<file path="src/rtl/tie_cfg.svh">
// Purpose: constants of the ttl incremental encoder channel
// Assumes: ahb-lite byte addresses, hclk at 100 MHz
// Notes: all offsets are byte addresses of aligned 32-bit words
// Behaviour
// - encoder type 0 switches the channel off, 3 runs incremental with index, others do nothing
// - the gearing numerator takes any signed 32-bit value
// - the gearing denominator takes only 1 to 2^31-1, other writes are dropped
// - pulses per revolution takes 1 to 65536, other writes are dropped
// - index test enable 0 leaves the test off, 1 turns the test mode on
// - signal type 0 decodes a/b quadrature counting in the master's direction
// - signal type 1 decodes a/b quadrature with the count direction reversed
// - signal type 2 is step on a, direction on b, b high is positive, falling a counts
// - signal type 3 is step on a, direction on b, b low is negative, rising a counts
// - the raw position reads as a single-turn word and a multi-turn word after gearing
// - in test mode the probe toggles at every index pulse and holds until the next
// - in test mode index pulses give no homing pulse
// - every index pulse is counted whatever the test mode
// - three commutation tracks decode to one of six segments, updated on valid codes, held on 000 and 111
`ifndef TIE_CFG_SVH
`define TIE_CFG_SVH
`define TIE_OFF_CTRL     8'h00
`define TIE_OFF_NUM      8'h04
`define TIE_OFF_DEN      8'h08
`define TIE_OFF_PPR      8'h0c
`define TIE_OFF_SINGLE   8'h10
`define TIE_OFF_MULTI    8'h14
`define TIE_OFF_IDXCNT   8'h18
`define TIE_OFF_STATUS   8'h1c
`define TIE_OFF_RAW      8'h20
`define TIE_CTRL_SEL_LSB 0
`define TIE_CTRL_TEST    4
`define TIE_CTRL_TYP_LSB 8
`define TIE_SEL_OFF      3'h0
`define TIE_SEL_TTL      3'h3
`define TIE_TYP_QFWD     2'h0
`define TIE_TYP_QREV     2'h1
`define TIE_TYP_SDFALL   2'h2
`define TIE_TYP_SDRISE   2'h3
`define TIE_RST_NUM      32'h00000001
`define TIE_RST_DEN      32'h00000001
`define TIE_RST_PPR      17'h00400
`define TIE_PPR_MAX      32'h00010000
`define TIE_DIV_STEPS    7'h40
`endif

</file>
<file path="src/rtl/tie_pkg.sv">
// Purpose: types of the ttl incremental encoder channel
// Assumes: constants come from tie_cfg.svh
// Notes: one state struct per module
`include "tie_cfg.svh"
package tie_pkg;
  typedef enum logic [1:0] {
    gs_idle  = 2'b00,
    gs_wait1 = 2'b01,
    gs_div2  = 2'b10,
    gs_wait2 = 2'b11
  } tie_gear_e;

  typedef struct packed {
    logic [5:0]         s1;
    logic [5:0]         s2;
    logic [5:0]         prev;
    logic [2:0]         enc_sel;
    logic               test_en;
    logic [1:0]         sig_type;
    logic [31:0]        num;
    logic [31:0]        den;
    logic [16:0]        ppr;
    logic signed [31:0] raw;
    logic [31:0]        idx_cnt;
    logic               probe;
    logic               home;
    logic [2:0]         seg;
    logic               comm_fault;
    tie_gear_e          gs;
    logic               sneg;
    logic signed [63:0] scaled;
    logic [31:0]        single;
    logic [31:0]        multi;
    logic               dv_start;
    logic [63:0]        dv_dividend;
    logic [31:0]        dv_divisor;
    logic               ph_wr;
    logic [7:0]         ph_addr;
    logic [31:0]        rdata;
    logic               ready;
  } tie_top_s;

  typedef struct packed {
    logic        busy;
    logic        done;
    logic [6:0]  cnt;
    logic [63:0] quot;
    logic [31:0] rem;
    logic [31:0] dvs;
  } tie_div_s;
endpackage : tie_pkg

</file>
<file path="src/rtl/tie_div_if.sv">
// Purpose: carrier between the channel and its divider
// Assumes: one clock, start only while the divider is idle
// Notes: done is a one-cycle pulse
`timescale 1ns/1ps
`default_nettype none
interface tie_div_if;
  logic        start;
  logic [63:0] dividend;
  logic [31:0] divisor;
  logic        done;
  logic [63:0] quot;
  logic [31:0] rem;
  modport user (output start, output dividend, output divisor,
                input done, input quot, input rem);
  modport engine (input start, input dividend, input divisor,
                  output done, output quot, output rem);
endinterface : tie_div_if
`default_nettype wire

</file>
<file path="src/rtl/tie_top.sv">
// Purpose: ttl incremental encoder channel with ahb-lite registers
// Assumes: track pins are asynchronous, single word transfers only
// Notes: gearing result refreshes every 134 cycles
`timescale 1ns/1ps
`default_nettype none
`include "tie_cfg.svh"
module tie_top (
  input  wire logic        hclk,
  input  wire logic        hresetn,
  input  wire logic        hsel,
  input  wire logic [31:0] haddr,
  input  wire logic [1:0]  htrans,
  input  wire logic        hwrite,
  input  wire logic [2:0]  hsize,
  input  wire logic [31:0] hwdata,
  input  wire logic        hready,
  output logic             hreadyout,
  output logic [31:0]      hrdata,
  output logic             hresp,
  input  wire logic        enc_track_a,
  input  wire logic        enc_track_b,
  input  wire logic        enc_index,
  input  wire logic        comm_u,
  input  wire logic        comm_v,
  input  wire logic        comm_w,
  output logic             index_toggle_probe,
  output logic             index_home_pulse
);
  tie_pkg::tie_top_s q;
  tie_pkg::tie_top_s d;
  tie_div_if         div_bus ();

  tie_div u_div (
    .hclk    (hclk),
    .hresetn (hresetn),
    .bus     (div_bus)
  );

  ////////////////////////////////////////////////////////////////////////////
  // helpers

  function automatic logic [2:0] seg_of(input logic [2:0] uvw);
    case (uvw)
      3'b100:  seg_of = 3'h1;
      3'b110:  seg_of = 3'h2;
      3'b010:  seg_of = 3'h3;
      3'b011:  seg_of = 3'h4;
      3'b001:  seg_of = 3'h5;
      3'b101:  seg_of = 3'h6;
      default: seg_of = 3'h0;
    endcase
  endfunction : seg_of

  function automatic logic [31:0] rd_mux(input tie_pkg::tie_top_s s,
                                         input logic [7:0]       a);
    case (a)
      `TIE_OFF_CTRL:   rd_mux = {22'h0, s.sig_type, 3'h0, s.test_en, 1'b0, s.enc_sel};
      `TIE_OFF_NUM:    rd_mux = s.num;
      `TIE_OFF_DEN:    rd_mux = s.den;
      `TIE_OFF_PPR:    rd_mux = {15'h0, s.ppr};
      `TIE_OFF_SINGLE: rd_mux = s.single;
      `TIE_OFF_MULTI:  rd_mux = s.multi;
      `TIE_OFF_IDXCNT: rd_mux = s.idx_cnt;
      `TIE_OFF_STATUS: rd_mux = {26'h0, s.comm_fault, s.probe, 1'b0, s.seg};
      `TIE_OFF_RAW:    rd_mux = s.raw;
      default:         rd_mux = 32'h0;
    endcase
  endfunction : rd_mux

  ////////////////////////////////////////////////////////////////////////////
  // track decode

  logic        a_now;
  logic        b_now;
  logic        r_now;
  logic        a_old;
  logic        b_old;
  logic        r_old;
  logic        chan_on;
  logic        a_rise;
  logic        a_fall;
  logic        idx_rise;
  logic        quad_en;
  logic        quad_up;
  logic        step_en;
  logic        step_up;
  logic        sel_ph;
  logic [63:0] prod;
  logic [63:0] scaled_mag;

  assign a_now    = q.s2[0];
  assign b_now    = q.s2[1];
  assign r_now    = q.s2[2];
  assign a_old    = q.prev[0];
  assign b_old    = q.prev[1];
  assign r_old    = q.prev[2];
  assign a_rise   = a_now & ~a_old;
  assign a_fall   = ~a_now & a_old;
  assign idx_rise = r_now & ~r_old;
  // only type 3 runs the channel
  assign chan_on  = (q.enc_sel == `TIE_SEL_TTL);
  // one track changed: a leading b counts up
  assign quad_en  = (a_now ^ a_old) ^ (b_now ^ b_old);
  assign quad_up  = a_now ^ b_old;
  assign sel_ph   = hsel & htrans[1] & hready;
  assign prod     = $signed({{32{q.raw[31]}}, q.raw}) * $signed({{32{q.num[31]}}, q.num});
  assign scaled_mag = q.scaled[63] ? 64'(-q.scaled) : q.scaled;

  always_comb begin
    step_en = 1'b0;
    step_up = 1'b0;
    case (q.sig_type)
      `TIE_TYP_QFWD: begin
        step_en = quad_en;
        step_up = quad_up;
      end
      `TIE_TYP_QREV: begin
        step_en = quad_en;
        step_up = ~quad_up;
      end
      `TIE_TYP_SDFALL: begin
        step_en = a_fall;
        step_up = b_now;
      end
      `TIE_TYP_SDRISE: begin
        step_en = a_rise;
        step_up = b_now;
      end
      default: begin
        step_en = 1'b0;
        step_up = 1'b0;
      end
    endcase
  end

  ////////////////////////////////////////////////////////////////////////////
  // next state

  always_comb begin
    d = q;
    d.s1 = {comm_w, comm_v, comm_u, enc_index, enc_track_b, enc_track_a};
    d.s2 = q.s1;
    d.prev = q.s2;
    d.home = 1'b0;
    d.dv_start = 1'b0;
    d.ready = 1'b1;
    d.ph_wr = sel_ph & hwrite;
    d.ph_addr = haddr[7:0];
    if (sel_ph && !hwrite) begin
      d.rdata = rd_mux(q, haddr[7:0]);
    end
    if (q.ph_wr) begin
      case (q.ph_addr)
        `TIE_OFF_CTRL: begin
          d.enc_sel = hwdata[`TIE_CTRL_SEL_LSB +: 3];
          d.test_en = hwdata[`TIE_CTRL_TEST];
          d.sig_type = hwdata[`TIE_CTRL_TYP_LSB +: 2];
        end
        `TIE_OFF_NUM: d.num = hwdata;
        `TIE_OFF_DEN: begin
          if (!hwdata[31] && hwdata != 32'h0) begin
            d.den = hwdata;
          end
        end
        `TIE_OFF_PPR: begin
          if (hwdata != 32'h0 && hwdata <= `TIE_PPR_MAX) begin
            d.ppr = hwdata[16:0];
          end
        end
        default: d.ppr = q.ppr;
      endcase
    end
    if (chan_on && step_en) begin
      d.raw = step_up ? q.raw + 32'sh1 : q.raw - 32'sh1;
    end
    if (idx_rise) begin
      d.idx_cnt = q.idx_cnt + 32'h1;
      if (q.test_en) begin
        d.probe = ~q.probe;
      end else if (chan_on) begin
        d.home = 1'b1;
      end
    end
    if (seg_of(q.s2[5:3]) != 3'h0) begin
      d.seg = seg_of(q.s2[5:3]);
      d.comm_fault = 1'b0;
    end else begin
      d.comm_fault = 1'b1;
    end
    case (q.gs)
      // magnitude of raw times numerator over denominator
      tie_pkg::gs_idle: begin
        d.sneg = prod[63];
        d.dv_dividend = prod[63] ? 64'(-prod) : prod;
        d.dv_divisor = q.den;
        d.dv_start = 1'b1;
        d.gs = tie_pkg::gs_wait1;
      end
      tie_pkg::gs_wait1: begin
        if (div_bus.done) begin
          d.scaled = q.sneg ? 64'(-div_bus.quot) : div_bus.quot;
          d.gs = tie_pkg::gs_div2;
        end
      end
      tie_pkg::gs_div2: begin
        d.dv_dividend = scaled_mag;
        d.dv_divisor = {15'h0, q.ppr};
        d.dv_start = 1'b1;
        d.gs = tie_pkg::gs_wait2;
      end
      // split into turns, floor for negatives
      tie_pkg::gs_wait2: begin
        if (div_bus.done) begin
          if (!q.scaled[63]) begin
            d.multi = div_bus.quot[31:0];
            d.single = div_bus.rem;
          end else if (div_bus.rem == 32'h0) begin
            d.multi = 32'(-div_bus.quot[31:0]);
            d.single = 32'h0;
          end else begin
            d.multi = 32'(~div_bus.quot[31:0]);
            d.single = q.dv_divisor - div_bus.rem;
          end
          d.gs = tie_pkg::gs_idle;
        end
      end
      default: d.gs = tie_pkg::gs_idle;
    endcase
  end

  always_ff @(posedge hclk or negedge hresetn) begin
    if (!hresetn) begin
      q <= '0;
      q.num <= `TIE_RST_NUM;
      q.den <= `TIE_RST_DEN;
      q.ppr <= `TIE_RST_PPR;
      q.ready <= 1'b1;
      q.seg <= 3'h1;
      q.gs <= tie_pkg::gs_idle;
    end else begin
      q <= d;
    end
  end

  assign div_bus.start    = q.dv_start;
  assign div_bus.dividend = q.dv_dividend;
  assign div_bus.divisor  = q.dv_divisor;
  assign hreadyout          = q.ready;
  assign hrdata             = q.rdata;
  assign hresp              = 1'b0;
  assign index_toggle_probe = q.probe;
  assign index_home_pulse   = q.home;
endmodule : tie_top
`default_nettype wire

</file>
<file path="src/rtl/tie_div.sv">
// Purpose: unsigned 64 by 32 restoring divider, one bit per cycle
// Assumes: divisor never zero
// Notes: done rises 64 cycles after start is taken
`timescale 1ns/1ps
`default_nettype none
`include "tie_cfg.svh"
module tie_div (
  input  wire logic   hclk,
  input  wire logic   hresetn,
  tie_div_if.engine   bus
);
  tie_pkg::tie_div_s q;
  tie_pkg::tie_div_s d;

  always_comb begin
    logic [32:0] t;
    logic        bitv;
    t = 33'h0;
    bitv = 1'b0;
    d = q;
    d.done = 1'b0;
    if (!q.busy && bus.start) begin
      d.busy = 1'b1;
      d.cnt = 7'h00;
      d.quot = bus.dividend;
      d.rem = 32'h0;
      d.dvs = bus.divisor;
    end else if (q.busy) begin
      t = {q.rem, q.quot[63]};
      if (t >= {1'b0, q.dvs}) begin
        t = t - {1'b0, q.dvs};
        bitv = 1'b1;
      end
      d.rem = t[31:0];
      d.quot = {q.quot[62:0], bitv};
      d.cnt = q.cnt + 7'h01;
      if (q.cnt == `TIE_DIV_STEPS - 7'h01) begin
        d.busy = 1'b0;
        d.done = 1'b1;
      end
    end
  end

  always_ff @(posedge hclk or negedge hresetn) begin
    if (!hresetn) begin
      q <= '0;
    end else begin
      q <= d;
    end
  end

  assign bus.done = q.done;
  assign bus.quot = q.quot;
  assign bus.rem  = q.rem;
endmodule : tie_div
`default_nettype wire

</file>
<file path="config.mk">
export PLATFORM = sky130hd
export DESIGN_NAME = tie_top
export DESIGN_NICKNAME = d
export VERILOG_FILES = /design/src/rtl/tie_pkg.sv /design/src/rtl/tie_div_if.sv /design/src/rtl/tie_top.sv /design/src/rtl/tie_div.sv
export VERILOG_INCLUDE_DIRS = /design/src /design/src/rtl
export SDC_FILE = /design/constraint.sdc
export NUM_CORES = 2
export LEC_CHECK = 0
export ABC_AREA = 1
export BUFFER_PORTS_ARGS = -buffer_cell sky130_fd_sc_hd__buf_2
export CAP_MARGIN = 20
export CORE_MARGIN = 2
export CORE_UTILIZATION = 35
export CTS_CLUSTER_DIAMETER = 200
export DETAILED_ROUTE_END_ITERATION = 6
export MAX_ROUTING_LAYER = met4
export PLACE_DENSITY = 0.58
export REMOVE_ABC_BUFFERS = 1
export SLEW_MARGIN = 20
export SYNTH_ARGS = -nofsm -noshare
export SYNTH_HDL_FRONTEND = slang
export SYNTH_SLANG_ARGS = --single-unit
</file>
<file path="constraint.sdc">
create_clock -name hclk -period 9.5 [get_ports hclk]
set_clock_uncertainty 0.05 [all_clocks]
set_input_delay 1.9 -clock hclk [delete_from_list [all_inputs] [get_ports hclk]]
set_output_delay 1.9 -clock hclk [all_outputs]
set_load 0.03 [all_outputs]
</file>
==> impl_metrics.json <==
{
  "multiInputGateArea_sq_um": 50100,
  "number_of_enable_flip_flop_cells_after_synthesis": 0,
  "layout.cell_area.non_filler_sq_um": 81300,
  "initial_core_util": 0.351,
  "initialDrtViolationCount": 5862,
  "routed-via-count": 64800,
  "netlist_instances": 10000,
  "vias_per_cell": 5.06,
  "placeableCoreArea_sq_um": 214000,
  "dieArea_sq_um": 218000,
  "numClockSinks": 578,
  "grt_start_max_net_pins": 80,
  "fin_cells": 12800,
  "post-synth-top-count-cell": "sky130_fd_sc_hd__nand2_1",
  "synth_async_sr_flop_share": 1.00,
  "worstPathArrival_ps": 9610,
  "timing_hold_violations_final": 0,
  "drc": 0,
  "timing_max_transition_violations_final": 0,
  "worst_path_most_repeated_cell": "sky130_fd_sc_hd__nand2_1",
  "slew-limit-headroom": 0.211,
  "fp.dieH_um": 467,
  "portBuffers": 85,
  "global_route.usage.total": 0.246,
  "final-seq-area_sq_um": 14500,
  "cts_hold_bufs": 0,
  "rows": 170,
  "worstSkewPairLatency_ps": 710,
  "gp_routability_congestion": 0.997,
  "max_freq_mhz": 110,
  "timing.critical_path.slowest_cell_delay_ps": 760,
  "setup-tns-final_ps": 0,
  "netlist_top_cells_area": "sky130_fd_sc_hd__fa_1 29%, sky130_fd_sc_hd__dfrtp_1 19%, sky130_fd_sc_hd__nand2_1 13%, sky130_fd_sc_hd__inv_1 12%, sky130_fd_sc_hd__ha_1 4.8%",
  "gr-total-overflow": 0,
  "placedCellCount": 12700,
  "critical_path.startpoint_type": "flop",
  "htreeDepth": 2,
  "ys_seq_elements": 578,
  "crit_buf_inv": 6,
  "timing_worst_setup_path_type": "flop to flop",
  "first_pass_iters": 5,
  "place_area_sq_um": 79100,
  "max_capacitance_violation_total": 0,
  "clk_path_buf_depth": 3,
  "num-nets-final": 11400,
  "yosys_warnings": 0,
  "cts_made_buffers": 60,
  "post_drt_wl_per_cell_um": 20.2,
  "critical_path_fanouts_max": 29,
  "synthToLayoutAreaGrowth_pct": 8.10,
  "fin_hold_ws_ps": 304,
  "floorplan.die.width_um": 467,
  "route.antenna.remaining_nets": 0,
  "outcome": "complete, no violations",
  "synth_top_flop_cell": "sky130_fd_sc_hd__dfrtp_1",
  "timing.critical_path.slowest_stage_cell": "sky130_fd_sc_hd__dfrtp_1",
  "postCtsSetupRepairBufs": 0,
  "final_min_period_over_clock_period": 0.961,
  "drive_gt1_frac": 0.0559,
  "cts_tree": "done",
  "syn-mean-instance-area_sq_um": 7.50,
  "post_synth_num_cell_types": 71,
  "final_period_minus_worst_setup_slack_ps": 9130,
  "first_global_vias": 65300,
  "clock-root-buffer": "sky130_fd_sc_hd__clkbuf_16",
  "nFillCells": 22400,
  "post_synth_instance_area_sq_um": 75200,
  "required_ps": 9980,
  "post-synth-top-area-fraction": 0.289,
  "grt_antenna_before_repair": 2,
  "grt_first_pass_wirelength_mm": 403,
  "drt_wl_total_mm": 259,
  "synth.yosys.seq_area_share": 0.192,
  "rsz0062_at_grt": "no",
  "top_level_ports": 116,
  "worst-slew-pin-transition_ps": 1180,
  "final-setup-viol-count": 0,
  "hold_class": "flop to flop",
  "post-synth-top-area-cell": "sky130_fd_sc_hd__fa_1",
  "endpoint_kind": "flop",
  "dp_hpwl_mm": 212,
  "netlist_top_cells_count": "2,666 x sky130_fd_sc_hd__nand2_1, 2,319 x sky130_fd_sc_hd__inv_1, 1,085 x sky130_fd_sc_hd__fa_1",
  "clk_pin_slew_ps": 70,
  "critPathTopFamily": "adder cells"
}
## worst paths after layout
path / start / end / slack, ps / depth (start not counted)
hold reg to reg: d[434] / b_now / 300 / 0
min in group asynchronous: hresetn / u_div.q[8] / 1080 / 1
setup / recovery: q[392] / div_bus.dividend[48] / 370 / 32
hold / removal: d[434] / b_now / 300 / 0
setup reg to reg: q[392] / div_bus.dividend[48] / 370 / 32
max in group asynchronous: hresetn / div_bus.dividend[57] / 6160 / 3
## area by class of cell
cell class              instances  share of cell area
diodes                          2           0.0000616
clock buffers                  84              0.0214
clock inverters                27             0.00490
inverters                    2345               0.108
multi-input cells            6641               0.616
flip-flops and latches        578               0.178
well taps                    2838              0.0437
repair buffers                287              0.0275
## cells in the final DEF (no fill, tap or decap), types with 61 or more instances in the layout
master,count
sky130_fd_sc_hd__nand2_1,2661
sky130_fd_sc_hd__inv_1,2319
sky130_fd_sc_hd__fa_1,1084
sky130_fd_sc_hd__dfrtp_1,572
sky130_fd_sc_hd__o21ai_0,519
sky130_fd_sc_hd__nor2_1,514
sky130_fd_sc_hd__a21oi_1,346
sky130_fd_sc_hd__nand3_1,294
sky130_fd_sc_hd__ha_1,286
sky130_fd_sc_hd__buf_4,178
sky130_fd_sc_hd__xor2_1,144
sky130_fd_sc_hd__nand4_1,89
sky130_fd_sc_hd__buf_2,84
sky130_fd_sc_hd__nor3_1,76
sky130_fd_sc_hd__o221ai_1,61
## flip-flops by register name (all words and copies together), names as in the netlist
register            count
q                     296
div_bus.dividend       64
u_div.bus.quot         64
u_div.q                40
div_bus.divisor        32
hrdata                 32
u_div.bus.rem          32
d                      10
a_now                   1
a_old                   1
b_now                   1
b_old                   1
div_bus.start           1
index_home_pulse        1
index_toggle_probe      1
u_div.bus.done          1
## what timing repair did
| action | CTS | global route |
|---|---|---|
| gates resized for setup | 0 | 2 |
| setup endpoints to repair | 0 | 9 |
| endpoints found under the hold margin | 0 | 0 |
## logic make-up after synthesis
kind of cell / count (synthesis) / share of synthesized area
AOI/OAI and AO/OA: 1212 / 0.0928
xor gates and xnor gates: 201 / 0.0236
adders and majority gates: 1373 / 0.337
buffers and inverters: 2809 / 0.143
DFF: 578 / 0.192
other: 2 / 0.0000999
and+or+nand+nor: 3853 / 0.212
## stage by stage
| stage | utilization | setup slack (ps) |
|---|---|---|
| after global placement | 0.370 | 440 |
| final | 0.380 | 370 |
| after floorplan | - | 837 |
| after CTS | 0.380 | 357 |
| after global routing | 0.380 | 18.7 |
| after detailed placement | 0.370 | 463 |
## routing by layer
metal / vias up / track usage / routed length, um
met3: 352 / 0.0305 / 17600
met2: 2246 / 0.382 / 117000
li1: 29900 / - / -
met4: 0 / 0.0636 / 7880
met5: - / - / 0
met1: 32300 / 0.341 / 116000
Power is not shown: default switching activity piles up to over one toggle a cycle in this logic, so the estimate is an artifact.
